===== src/ast_pkg.sv =====
// constants, field layouts and types of the serial transmitter
// assumes a single 100 MHz core clock and the simple register port
package ast_pkg;

    // clock and time base
    localparam int CLK_PERIOD_NS = 32'h0000_000a; // 10 ns core period
    localparam int US_NS         = 32'h0000_03e8; // one microsecond
    localparam int CYC_PER_US    = US_NS / CLK_PERIOD_NS;
    localparam int MS_US         = 32'h0000_03e8; // microseconds per ms
    localparam logic [13:0] EXTRA_US = 14'h0014;  // fixed bit stretch

    // register port widths
    localparam int ADDR_W = 32'h0000_0005;
    localparam int DATA_W = 32'h0000_0010;

    // register addresses
    localparam logic [4:0] A_FORMAT = 5'h00; // line format word
    localparam logic [4:0] A_PACE   = 5'h01; // gap between bytes, ms
    localparam logic [4:0] A_TMO    = 5'h02; // flow wait limit, ms
    localparam logic [4:0] A_PINS   = 5'h03; // pin selection
    localparam logic [4:0] A_CMD    = 5'h04; // write: command, read: status
    localparam int         MEM_BIT  = 32'h0000_0004; // addr bit for array

    // reset values
    localparam logic [15:0] FORMAT_RST = 16'h0000;
    localparam logic [15:0] PACE_RST   = 16'h0000;
    localparam logic [15:0] TMO_RST    = 16'h0000;
    localparam logic [9:0]  PINS_RST   = 10'h000;

    // pin selection fields
    localparam int PIN_TX_LSB  = 32'h0000_0000; // 5 bits, 0..16
    localparam int PIN_FL_LSB  = 32'h0000_0005; // 4 bits, 0..15
    localparam int PIN_FL_EN   = 32'h0000_0009; // flow check enable
    localparam int NPINS       = 32'h0000_0011; // 16 general + dedicated
    localparam logic [4:0] DED_PIN = 5'h10;      // dedicated serial out

    // command fields
    localparam int CMD_KIND_LSB = 32'h0000_0000;
    localparam int CMD_VAL_LSB  = 32'h0000_0008;

    // status bits
    localparam int ST_BUSY = 32'h0000_0000;
    localparam int ST_TMO  = 32'h0000_0001;
    localparam int ST_DONE = 32'h0000_0002;

    // byte array
    localparam int MEM_DEPTH = 32'h0000_0010;
    localparam logic [7:0] ASCII_ZERO = 8'h30;

    // character frame: start, 8 slots, stop
    localparam logic [3:0] FRAME_BITS = 4'ha;

    // line format word
    typedef struct packed {
        logic        open_drive; // drive one level only
        logic        invert;     // inverted levels
        logic        seven_even; // 7 data bits plus even parity
        logic [12:0] period_us;  // bit time less the fixed stretch
    } ast_fmt_t;

    // what a send command transmits
    typedef enum logic [1:0] {
        K_BYTE     = 2'h0, // one raw byte
        K_DEC      = 2'h1, // decimal text of a value
        K_NULLTERM = 2'h2, // array up to a zero byte
        K_COUNTED  = 2'h3  // array, given length
    } ast_kind_t;

    // sequencer states, gray along fetch-pace-flow-send
    typedef enum logic [2:0] {
        S_IDLE  = 3'h0,
        S_FETCH = 3'h1,
        S_PACE  = 3'h3,
        S_FLOW  = 3'h2,
        S_SEND  = 3'h6
    } ast_state_t;

endpackage


===== src/ast_tick.sv =====
// divider that turns an enable stream into a slower one-cycle tick
// assumes en is a one-cycle pulse or held high, in the core domain
module ast_tick #(
    parameter int DIV = 100
) (
    input  wire logic core_clk, // core clock
    input  wire logic nrst,     // async reset, active low
    input  wire logic en,       // counts only when high
    output logic      tick      // one pulse every DIV enables
);

    localparam int CW = $clog2(DIV);

    logic [CW-1:0] cnt; // enables seen so far

    // count enables, pulse and wrap at the end
    always_ff @(posedge core_clk or negedge nrst) begin
        if (!nrst) begin
            cnt  <= '0;
            tick <= 1'b0;
        end else begin
            tick <= 1'b0;
            if (en) begin
                if (cnt == CW'(DIV - 1)) begin
                    cnt  <= '0;
                    tick <= 1'b1;
                end else begin
                    cnt <= cnt + 1'b1;
                end
            end
        end
    end

endmodule


===== src/ast_char.sv =====
// shifts one framed character out at a microsecond-based bit time
// assumes us_tick is a one-cycle pulse once per microsecond
module ast_char (
    input  wire logic             core_clk, // core clock
    input  wire logic             nrst,     // async reset, active low
    input  wire logic             us_tick,  // microsecond enable
    input  wire logic             start,    // begin a character
    input  wire logic [7:0]       data,     // byte to send
    input  wire ast_pkg::ast_fmt_t fmt,     // format of this send
    output logic                  line,     // logical level, 1 = idle
    output logic                  busy,     // character in flight
    output logic                  done      // pulse after stop bit
);

    logic [9:0]  shreg; // frame, lsb goes out now
    logic [3:0]  left;  // frame slots still to finish
    logic [13:0] ucnt;  // microseconds into this slot
    logic [13:0] last;  // final microsecond of a slot
    logic        par;   // even parity over seven bits
    logic [9:0]  frame; // frame built from data

    // bit time is the field plus the fixed stretch
    assign last = {1'b0, fmt.period_us} + ast_pkg::EXTRA_US
                  - 14'h0001;
    assign par  = ^data[6:0];

    // start, data lsb first, parity or eighth bit, stop
    always_comb begin
        if (fmt.seven_even) begin
            frame = {1'b1, par, data[6:0], 1'b0};
        end else begin
            frame = {1'b1, data, 1'b0};
        end
    end

    // slot timing and shifting
    always_ff @(posedge core_clk or negedge nrst) begin
        if (!nrst) begin
            shreg <= '1;
            left  <= '0;
            ucnt  <= '0;
            line  <= 1'b1;
            busy  <= 1'b0;
            done  <= 1'b0;
        end else begin
            done <= 1'b0;
            if (start && !busy) begin
                // load frame, start bit goes out at once
                shreg <= frame;
                line  <= frame[0];
                left  <= ast_pkg::FRAME_BITS;
                ucnt  <= '0;
                busy  <= 1'b1;
            end else if (busy && us_tick) begin
                if (ucnt == last) begin
                    // slot over, move to the next one
                    ucnt  <= '0;
                    shreg <= {1'b1, shreg[9:1]};
                    left  <= left - 1'b1;
                    if (left == 4'h1) begin
                        busy <= 1'b0;
                        done <= 1'b1;
                        line <= 1'b1; // idle between characters
                    end else begin
                        line <= shreg[1];
                    end
                end else begin
                    ucnt <= ucnt + 1'b1;
                end
            end
        end
    end

endmodule


===== src/ast_top.sv =====
// asynchronous serial transmitter with register port and pin bank
// assumes pin inputs synchronous to core_clk; one-cycle strobes
//
// How it works
// - one 16-bit format word per send
// - low thirteen bits give bit period
// - each bit lasts field plus 20 us
// - bit 13 picks 8N or 7E
// - 7E format carries values 0 to 127
// - bit 14 inverts every output level
// - bit 15 selects driving one level only
// - open mode drives high inverted, low otherwise
// - dedicated pin always inverted; flow keeps polarity
// - send makes transmit pin an output first
// - pacing waits given ms between bytes
// - literal bytes sent in order, unconverted
// - decimal modifier sends value as digits
// - array sends to zero or given count
// - check flow permission before each byte
// - permission level follows output polarity
// - no permission within timeout aborts send
module ast_top (
    input  wire logic        core_clk,  // 100 MHz core clock
    input  wire logic        nrst,      // async reset, active low
    input  wire logic [4:0]  reg_addr,  // register address
    input  wire logic [15:0] reg_wdata, // write data
    input  wire logic        reg_wr,    // write strobe
    input  wire logic        reg_rd,    // read strobe
    output logic      [15:0] reg_rdata, // read data, cycle after strobe
    input  wire logic [15:0] pin_in,    // general pin levels
    output logic      [16:0] pin_out,   // pin output levels
    output logic      [16:0] pin_oe,    // pin output enables
    output logic             send_busy  // a send is in progress
);

    // programmed registers
    ast_pkg::ast_fmt_t fmt_reg;  // format for the next send
    logic [15:0]       pace_reg; // gap between bytes, ms
    logic [15:0]       tmo_reg;  // flow wait limit, ms
    logic [9:0]        pins_reg; // transmit and flow pin selection
    logic [7:0]        mem [ast_pkg::MEM_DEPTH]; // byte array

    // latched at command start
    ast_pkg::ast_fmt_t cur_fmt;   // format in use
    ast_pkg::ast_kind_t cur_kind; // what is being sent
    logic [7:0]        cur_val;   // value or count
    logic [4:0]        cur_tx;    // transmit pin
    logic [3:0]        cur_fl;    // flow pin
    logic              cur_flen;  // flow check enabled

    // sequencer
    ast_pkg::ast_state_t state;  // sequencer state
    logic [7:0]        idx;      // byte index within the send
    logic              first;    // no byte sent yet
    logic [15:0]       mcnt;     // ms elapsed in pace or flow wait
    logic [7:0]        cur_byte; // byte being sent
    logic              tmo_flag; // last send aborted on flow wait
    logic              done_flag; // last send finished normally
    logic              cstart;   // start pulse to the shifter
    logic [16:0]       dir;      // pins switched to output

    // time base and shifter
    logic us_tick; // once per microsecond
    logic ms_tick; // once per millisecond
    logic line;    // logical serial level
    logic cbusy;   // character in flight
    logic cdone;   // character finished

    // command decode
    logic is_mem;  // address in the array window
    logic cmd_go;  // accepted send command
    assign is_mem = reg_addr[ast_pkg::MEM_BIT];
    assign cmd_go = reg_wr && !is_mem && reg_addr == ast_pkg::A_CMD &&
                    state == ast_pkg::S_IDLE;
    assign send_busy = state != ast_pkg::S_IDLE;

    // microsecond and millisecond enables
    ast_tick #(.DIV(ast_pkg::CYC_PER_US)) u_us (
        .core_clk (core_clk),
        .nrst     (nrst),
        .en       (1'b1),
        .tick     (us_tick)
    );

    ast_tick #(.DIV(ast_pkg::MS_US)) u_ms (
        .core_clk (core_clk),
        .nrst     (nrst),
        .en       (us_tick),
        .tick     (ms_tick)
    );

    ast_char u_char (
        .core_clk (core_clk),
        .nrst     (nrst),
        .us_tick  (us_tick),
        .start    (cstart),
        .data     (cur_byte),
        .fmt      (cur_fmt),
        .line     (line),
        .busy     (cbusy),
        .done     (cdone)
    );

    // settings registers, written at any time
    always_ff @(posedge core_clk or negedge nrst) begin
        if (!nrst) begin
            fmt_reg  <= ast_pkg::FORMAT_RST;
            pace_reg <= ast_pkg::PACE_RST;
            tmo_reg  <= ast_pkg::TMO_RST;
            pins_reg <= ast_pkg::PINS_RST;
        end else if (reg_wr && !is_mem) begin
            case (reg_addr)
                ast_pkg::A_FORMAT: fmt_reg  <= reg_wdata;
                ast_pkg::A_PACE:   pace_reg <= reg_wdata;
                ast_pkg::A_TMO:    tmo_reg  <= reg_wdata;
                ast_pkg::A_PINS:   pins_reg <= reg_wdata[9:0];
                default: ;
            endcase
        end
    end

    // byte array, no reset needed for data
    always_ff @(posedge core_clk) begin
        if (reg_wr && is_mem) begin
            mem[reg_addr[3:0]] <= reg_wdata[7:0];
        end
    end

    // read data, one cycle after the strobe, zero otherwise
    always_ff @(posedge core_clk or negedge nrst) begin
        if (!nrst) begin
            reg_rdata <= '0;
        end else if (!reg_rd) begin
            reg_rdata <= '0;
        end else if (is_mem) begin
            reg_rdata <= {8'h00, mem[reg_addr[3:0]]};
        end else begin
            case (reg_addr)
                ast_pkg::A_FORMAT: reg_rdata <= fmt_reg;
                ast_pkg::A_PACE:   reg_rdata <= pace_reg;
                ast_pkg::A_TMO:    reg_rdata <= tmo_reg;
                ast_pkg::A_PINS:   reg_rdata <= {6'h00, pins_reg};
                ast_pkg::A_CMD:    reg_rdata <= {13'h0000, done_flag,
                                                 tmo_flag, send_busy};
                default:           reg_rdata <= '0;
            endcase
        end
    end

    // decimal digits of the value, no leading zeros
    logic [7:0] dig_h;   // hundreds
    logic [7:0] dig_t;   // tens
    logic [7:0] dig_o;   // ones
    logic [1:0] ndig;    // digit count
    logic [7:0] dec_chr; // digit text for this index
    logic [7:0] dsel;    // position among three digits
    assign dig_h = cur_val / 8'h64;
    assign dig_t = (cur_val / 8'h0a) % 8'h0a;
    assign dig_o = cur_val % 8'h0a;
    assign ndig  = (cur_val >= 8'h64) ? 2'h3 :
                   (cur_val >= 8'h0a) ? 2'h2 : 2'h1;
    assign dsel  = idx + 8'h03 - {6'h00, ndig};

    always_comb begin
        case (dsel)
            8'h00:   dec_chr = ast_pkg::ASCII_ZERO + dig_h;
            8'h01:   dec_chr = ast_pkg::ASCII_ZERO + dig_t;
            default: dec_chr = ast_pkg::ASCII_ZERO + dig_o;
        endcase
    end

    // next byte of the send and whether one remains
    logic       have;     // a byte remains
    logic [7:0] nxt_byte; // that byte
    logic [7:0] mbyte;    // array entry at idx
    assign mbyte = mem[idx[3:0]];

    always_comb begin
        case (cur_kind)
            ast_pkg::K_BYTE: begin
                have     = idx == 8'h00;
                nxt_byte = cur_val;
            end
            ast_pkg::K_DEC: begin
                have     = idx < {6'h00, ndig};
                nxt_byte = dec_chr;
            end
            ast_pkg::K_NULLTERM: begin
                have     = idx < 8'h10 && mbyte != 8'h00;
                nxt_byte = mbyte;
            end
            default: begin
                have     = idx < cur_val;
                nxt_byte = mbyte;
            end
        endcase
    end

    // permission: go is high when inverted, low when not
    logic permit; // flow pin shows go
    assign permit = pin_in[cur_fl] == cur_fmt.invert;

    // send sequencer
    always_ff @(posedge core_clk or negedge nrst) begin
        if (!nrst) begin
            state     <= ast_pkg::S_IDLE;
            cur_fmt   <= ast_pkg::FORMAT_RST;
            cur_kind  <= ast_pkg::K_BYTE;
            cur_val   <= '0;
            cur_tx    <= '0;
            cur_fl    <= '0;
            cur_flen  <= 1'b0;
            idx       <= '0;
            first     <= 1'b1;
            mcnt      <= '0;
            cur_byte  <= '0;
            tmo_flag  <= 1'b0;
            done_flag <= 1'b0;
            cstart    <= 1'b0;
        end else begin
            cstart <= 1'b0;
            case (state)
                ast_pkg::S_IDLE: begin
                    if (cmd_go) begin
                        // take format, kind, value and pins now; pace and timeout stay live
                        cur_fmt   <= fmt_reg;
                        cur_kind  <= ast_pkg::ast_kind_t'(reg_wdata[1:0]);
                        cur_val   <= reg_wdata[15:8];
                        cur_tx    <= pins_reg[4:0];
                        cur_fl    <= pins_reg[8:5];
                        cur_flen  <= pins_reg[ast_pkg::PIN_FL_EN];
                        idx       <= '0;
                        first     <= 1'b1;
                        tmo_flag  <= 1'b0;
                        done_flag <= 1'b0;
                        state     <= ast_pkg::S_FETCH;
                    end
                end
                ast_pkg::S_FETCH: begin
                    mcnt <= '0;
                    if (!have) begin
                        done_flag <= 1'b1;
                        state     <= ast_pkg::S_IDLE;
                    end else begin
                        cur_byte <= nxt_byte;
                        if (!first && pace_reg != 16'h0000) begin
                            state <= ast_pkg::S_PACE;
                        end else begin
                            state <= ast_pkg::S_FLOW;
                        end
                    end
                end
                ast_pkg::S_PACE: begin
                    // gap counted in whole ms ticks
                    if (mcnt == pace_reg) begin
                        mcnt  <= '0;
                        state <= ast_pkg::S_FLOW;
                    end else if (ms_tick) begin
                        mcnt <= mcnt + 1'b1;
                    end
                end
                ast_pkg::S_FLOW: begin
                    if (!cur_flen || permit) begin
                        cstart <= 1'b1;
                        state  <= ast_pkg::S_SEND;
                    end else if (mcnt == tmo_reg) begin
                        tmo_flag <= 1'b1; // abort the send
                        state    <= ast_pkg::S_IDLE;
                    end else if (ms_tick) begin
                        mcnt <= mcnt + 1'b1;
                    end
                end
                ast_pkg::S_SEND: begin
                    if (cdone) begin
                        idx   <= idx + 1'b1;
                        first <= 1'b0;
                        state <= ast_pkg::S_FETCH;
                    end
                end
                default: state <= ast_pkg::S_IDLE;
            endcase
        end
    end

    // pin directions: transmit pin out, flow pin in only if flow check enabled, both kept after
    always_ff @(posedge core_clk or negedge nrst) begin
        if (!nrst) begin
            dir <= '0;
        end else if (cmd_go) begin
            dir[pins_reg[4:0]] <= 1'b1;
            if (pins_reg[ast_pkg::PIN_FL_EN]) begin
                dir[pins_reg[8:5]] <= 1'b0;
            end
        end
    end

    // physical level and whether it is driven
    logic einv;  // effective inversion
    logic phys;  // pin level for the logical line
    logic drive; // pin actively driven now
    assign einv  = cur_fmt.invert || cur_tx == ast_pkg::DED_PIN;
    assign phys  = line ^ einv;
    // open: inverted drives only high, else only low
    assign drive = !cur_fmt.open_drive || phys == einv;

    // pin outputs, the transmit pin follows the line
    always_ff @(posedge core_clk or negedge nrst) begin
        if (!nrst) begin
            pin_out <= '0;
            pin_oe  <= '0;
        end else begin
            for (int i = 0; i < ast_pkg::NPINS; i++) begin
                if (5'(i) == cur_tx && dir[i]) begin
                    pin_out[i] <= phys;
                    pin_oe[i]  <= drive;
                end else if (!dir[i]) begin
                    pin_oe[i] <= 1'b0;
                end
            end
        end
    end

endmodule


===== config.mk =====
export PLATFORM = sky130hd
export DESIGN_NAME = ast_top
export DESIGN_NICKNAME = d
export VERILOG_FILES = /design/src/ast_pkg.sv /design/src/ast_tick.sv /design/src/ast_char.sv /design/src/ast_top.sv
export SDC_FILE = /design/constraint.sdc
export NUM_CORES = 1
export LEC_CHECK = 0
export BUFFER_PORTS_ARGS = -buffer_cell sky130_fd_sc_hd__clkbuf_2
export CAP_MARGIN = 10
export CORE_MARGIN = 5
export CORE_UTILIZATION = 57
export CTS_CLUSTER_SIZE = 12
export DETAILED_ROUTE_END_ITERATION = 12
export PLACE_DENSITY = 0.83
export SYNTH_ARGS = -nofsm -noshare
export SYNTH_HDL_FRONTEND = slang
export SYNTH_SLANG_ARGS = --single-unit

===== constraint.sdc =====
create_clock -name core_clk -period 8.9 [get_ports core_clk]
set_clock_uncertainty 0.1 [all_clocks]
set_input_delay 1.78 -clock core_clk [delete_from_list [all_inputs] [get_ports core_clk]]
set_output_delay 1.78 -clock core_clk [all_outputs]
set_load 0.01 [all_outputs]

-- Word-level counts from Yosys, hierarchy flattened
Memories as Yosys holds them, arrays and structs flattened.
Index checks and enable logic that the tools add are counted.
- input bits: 41
- bits in registers: 250
- bits in latches: 0
- output and inout port bits: 51
- memories: 1
- bits in read-only memories: 0
- memory bits (writable): 128
- reduce and logical (&&, ||, !) cells: 65
- multiply operators: 0
- magnitude comparators: 10
- bitwise logic cells: 4
- muxes and demuxes: 105
- shift-type cells: 0
- div/mod/pow operators: 4
- equality and inequality tests: 61
- add/subtract/negate cells: 13
- memories (memory ; words ; bits a word ; rd ports ; clocked after memory_dff ; write ports ; line ; source):
    mem ; 16 ; 8 ; 2 ; 0 ; 1 ; ast_top.sv:41 ; logic [7:0] mem [ast_pkg::MEM_DEPTH];
- operators with widths (cell ; count):
    16-bit two-way mux ; 6
    16-bit one-hot mux with 5 select lines ; 1
    1-bit two-way mux ; 63
    16-bit one-hot mux with 3 select lines ; 1
    8-bit one-hot mux with 2 select lines ; 3
    14-bit two-way mux ; 3
    4-bit by 5-bit == test with 1-bit output, first input constant ; 8
    10-bit two-way mux ; 4
    2-bit by 1-bit != test with 1-bit output, second input constant ; 18
    16-bit == test ; 2
    1-bit logical AND ; 27
    6-bit by 8-bit adder with 8-bit output, first input constant ; 3
    3-bit by 5-bit == test with 1-bit output, first input constant ; 4
    17-bit AND ; 1
    17-bit two-way mux ; 1
    16-bit inverter with 17-bit output ; 1
    17-bit bitwise OR ; 1
    16-bit by 1-bit adder with 16-bit output, second input constant ; 1
    8-bit logical NOT ; 2
    8-bit by 4-bit remainder unit with 8-bit output, second input constant ; 2
    8-bit two-way mux ; 2
    16-bit nonzero test ; 1
    3-bit two-way mux ; 5
    3-bit one-hot mux with 5 select lines ; 1
    other kinds (63) ; 101

-- Logic depth before layout (Yosys ltp)
- depth in word-level cells: 7
- depth in mapped cells: 21

-- By module
A second synthesis with hierarchy kept.
- cell total of the unflattened synthesis: 1752
- area, all modules: 20313.2 um^2
- modules (own cells, without submodules) (module ; cells an instance ; sequential area each (um^2) ; area each (um^2) ; instances):
    ast_top ; 1422 ; 8849.7 ; 17182.7 ; 1
    ast_char ; 244 ; 737.0 ; 2242.2 ; 1
    ast_tick (u_ms) ; 52 ; 275.3 ; 531.8 ; 1
    ast_tick (u_us) ; 34 ; 200.2 ; 356.6 ; 1

-- Worst setup path after synthesis
OpenSTA, ideal clock, no wires.
- path type: input to register
- start point: input reg_addr[0]
- end point: memory mem[3][0] (enable)
- path slack: 4279 ps
- data arrival time: 4137 ps
- buffers on the path: 4
- cell stages on the path: 6
- required time: 8417 ps
- cells stage by stage: clkbuf_1 clkbuf_1 clkbuf_1 buf_1 nand4_1 nor3_1
- RTL lines (element ; line ; source):
    start, declared ; ast_top.sv:25 ; input wire logic [4:0] reg_addr,
    end, declared ; ast_top.sv:41 ;
Straight into the memory's write port.

-- Final worst setup path
- start point: register cur_val[3]
- end point: register cur_byte[6]
- word-level cells in the longest chain between the ends: 7
- elaborated cells between the ends (all ways): 20
- RTL lines (element ; line ; source):
    start, declared ; ast_top.sv:46 ; logic [7:0] cur_val;
    start signal, assigned ; ast_top.sv:228 ; cur_val <= reg_wdata[15:8];
    parallel branches: the longest is 7 deep, another holds 8-bit by 4-bit divider with 8-bit output ; - ;
    end signal, assigned ; ast_top.sv:245 ; cur_byte <= nxt_byte;
    end, declared ; ast_top.sv:56 ; logic [7:0] cur_byte;
Parallel ways; which one is timed is not known.
A chain may end at the register's enable or synchronous reset.

==> reports/qor.yml <==
status:
  status: "finished, final reports clean"
finish:
  design_area_sq_um: 21600
  layout.nets: 1792
  synthToLayoutAreaGrowth_pct: 10.6
  largest_reg_flops: 128
  drive_gt1_frac: 0.207
place:
  portBuffers: 91
  hpwl_microns: 35600
  placed_area_sq_um: 20300
  gp_congestion: 0.936
synth:
  synthCells: 1655
  yosysSeqAreaShare: 0.515
  yosys.cell_types.count: 81
  synth-seq-cells: 376
  synth_ff_type: "dfrtp_1"
  synth_warnings: 0
  syn_nets: 1733
  async_flop_share: 0.660
  synth_edf_count: 128
  synth_area_sq_um: 19500
  synth_area_per_cell_sq_um: 11.8
worst_setup_path:
  path_class: "reg2reg"
  rrSetupSlack_ps: 3650
  cpPeakStageDelay_ps: 680
  rr_endpoint: "cur_byte[6]$_DFFE_PN0P_"
  crit_chain: "inv_1 > o211ai_1 > nor2_1 > ha_1 > ha_1 > fa_1 > a211o_1 > a2111o_1 > o311ai_0 > nand2_1 > nor2_1 > nand2_1 > ha_1 > nand4_1 > a31oi_1 > a2111oi_0 > nor2_1"
  reg2regPathDepth: 17
  cpMaxStageDelayCell: "dfrtp_1"
  critPathLaunchType: "register"
  required_ps: 9220
  crit_arrival_ps: 5580
  endpoint: "cur_byte[6]$_DFFE_PN0P_"
  path_max_fanout: 19
  cp-startpoint: "cur_val[3]$_DFFE_PN0P_"
  regToRegStartpoint: "cur_val[3]$_DFFE_PN0P_"
  worstSetupEndpointType: "register"
route:
  num_vias: 14300
  wl_per_cell_microns: 23.7
  first_pass_iters: 6
  drt-total-wl_microns: 52000
  initialDrtViolationCount: 1799
  viasPerCell: 6.54
  drc_errors: 0
  drtAntennaViolNets: 0
sta:
  rsz0062_at_grt: "false"
  setup_viol: 0
  slew_violations: 0
  holdWs_ps: 370
  worstMarginPinSlew_ps: 1090
  finalHoldViolCount: 0
  max_freq_mhz: 190
  fin_crit_ps: 5250
  setup_tns_ps: 0
  period_share: 0.590
  relSlewSlack: 0.274
die:
  die_area_sq_um: 38100
  core_region_area_sq_um: 33700
  die_w_microns: 195
  die_h_microns: 195
  pin_count: 92
  rows: 67
  initial_utilization: 0.580
job:
  max_cap_violations: 0
grt:
  gr-usage-all-layers: 0.269
  grt-ovfl-total: 0
  grt_start_max_net_pins: 109
  antenna_found_initial: 1
  first_global_vias: 14300
  grt_pass1_wl_microns: 81500
clock_tree:
  cts_resized: 0
  path_clk_slew_ps: 60
  htree_levels: 2
  hold_buffers: 0
  cts_tree: "built"
  cts_buffers: 40
  cts_sinks: 376
  cts_root_buf: "clkbuf_16"
  post-cts-setup-buffers: 0
  cts_buffer_depth: 3
  insertion_delay_ps: 570
pwr:
  p_leak_nw: 9.08
  power_density_nw_per_um2: 178
  ir_drop_uv: 184
hold_path:
  hold_class: "reg2reg"
cell families after synthesis:
logic type	Yosys count	share of synthesized area
AO/OA/AOI/OAI	256	0.0894
XOR/XNOR	100	0.0448
adder cells (fa/ha/maj)	37	0.0241
buffers and inverters	144	0.0304
flip-flops	376	0.515
multiplexers	187	0.158
AND/OR/NAND/NOR	555	0.138
worst max-delay path, delay by kind of cell, from the launching register on:
kind / cells / cell delay, ps
compound gates: 6 / 1680
simple gates: 6 / 1190
fa+ha+maj: 4 / 1260
buf+inv: 1 / 220
flops: 1 / 680
worst min-delay path by stage:
stage                     cells after the start                    to                 start
final                                         2  cur_flen$_DFFE_PN0P_  cur_flen$_DFFE_PN0P_
after global routing                          2  cur_flen$_DFFE_PN0P_  cur_flen$_DFFE_PN0P_
after CTS                                     2  cur_flen$_DFFE_PN0P_  cur_flen$_DFFE_PN0P_
after detailed placement                      2  cur_flen$_DFFE_PN0P_  cur_flen$_DFFE_PN0P_
after global placement                        2  cur_flen$_DFFE_PN0P_  cur_flen$_DFFE_PN0P_
after floorplan                               2  cur_flen$_DFFE_PN0P_  cur_flen$_DFFE_PN0P_
power by group:
| part | internal [mW] | switching [mW] |
|---|---|---|
| logic | 0.132 | 0.148 |
| clock network | 0.928 | 0.703 |
| registers | 1.85 | 0.0925 |
| total | 2.91 | 0.943 |
area by class of cell:
type | count | area [sq um]
diodes | 1 | 2.50
clock buffers | 66 | 1200
clock inverters | 7 | 91.3
fillers | 2475 | 12100
inverters | 51 | 191
multi-input cells | 1135 | 8900
flip-flops and latches | 376 | 10100
well taps | 448 | 561
repair buffers | 110 | 608
cell usage after synthesis, types with 5 or more instances:
master / n / area share
nor3b_1: 17 / 0.0065
o211ai_1: 11 / 0.0042
xor2_1: 46 / 0.021
nor4_1: 17 / 0.0054
nor2_1: 123 / 0.024
mux4_2: 85 / 0.098
nand3b_1: 5 / 0.0019
ha_1: 36 / 0.023
or3_1: 6 / 0.0019
nand2b_1: 19 / 0.0061
xnor2_1: 54 / 0.024
o22ai_1: 7 / 0.0022
nand2_1: 178 / 0.034
clkbuf_1: 62 / 0.012
buf_2: 16 / 0.0041
inv_1: 51 / 0.0098
a211oi_1: 8 / 0.0031
and3_1: 19 / 0.0061
a22oi_1: 18 / 0.0069
o211a_1: 9 / 0.0046
dfstp_2: 10 / 0.013
nand3_1: 57 / 0.015
a31oi_1: 13 / 0.0042
mux2_2: 76 / 0.044
nor2b_1: 36 / 0.012
o22a_1: 6 / 0.0027
nor3_1: 27 / 0.0069
o21ai_0: 65 / 0.017
nand4_1: 26 / 0.0083
buf_1: 9 / 0.0017
a21oi_1: 52 / 0.013
mux2i_1: 22 / 0.011
dfrtp_1: 238 / 0.30
edfxtp_1: 128 / 0.20
layer usage:
metal  part of all wire  global-route usage
met1               0.39               0.365
met2               0.49               0.439
met3              0.084              0.0501
met4              0.033              0.0965
met5            0.00025                   0
cells in the final DEF (no fill, tap or decap), types with 40 or more instances in the layout:
| cell type | synthesis | layout |
|---|---|---|
| a21oi_1 | 52 | 52 |
| clkbuf_16 | 0 | 40 |
| clkbuf_2 | 0 | 89 |
| dfrtp_1 | 238 | 237 |
| edfxtp_1 | 128 | 128 |
| inv_1 | 51 | 51 |
| mux2_2 | 76 | 76 |
| mux4_2 | 85 | 85 |
| nand2_1 | 178 | 178 |
| nand3_1 | 57 | 57 |
| nor2_1 | 123 | 122 |
| o21ai_0 | 65 | 65 |
| xnor2_1 | 54 | 54 |
| xor2_1 | 46 | 46 |
metrics by stage:
step	worst slack [ps]	total power [mW]	std cells	util
finish	3650	3.86	2194	0.641
global placement	3950	2.23	2119	0.603
global route	3260	3.97	2193	0.641
floorplan	4280	2.12	1655	-
CTS	3740	3.86	2192	0.641
detailed placement	3750	2.25	2119	0.603
Note: power is estimated with default switching activity, not from simulation.
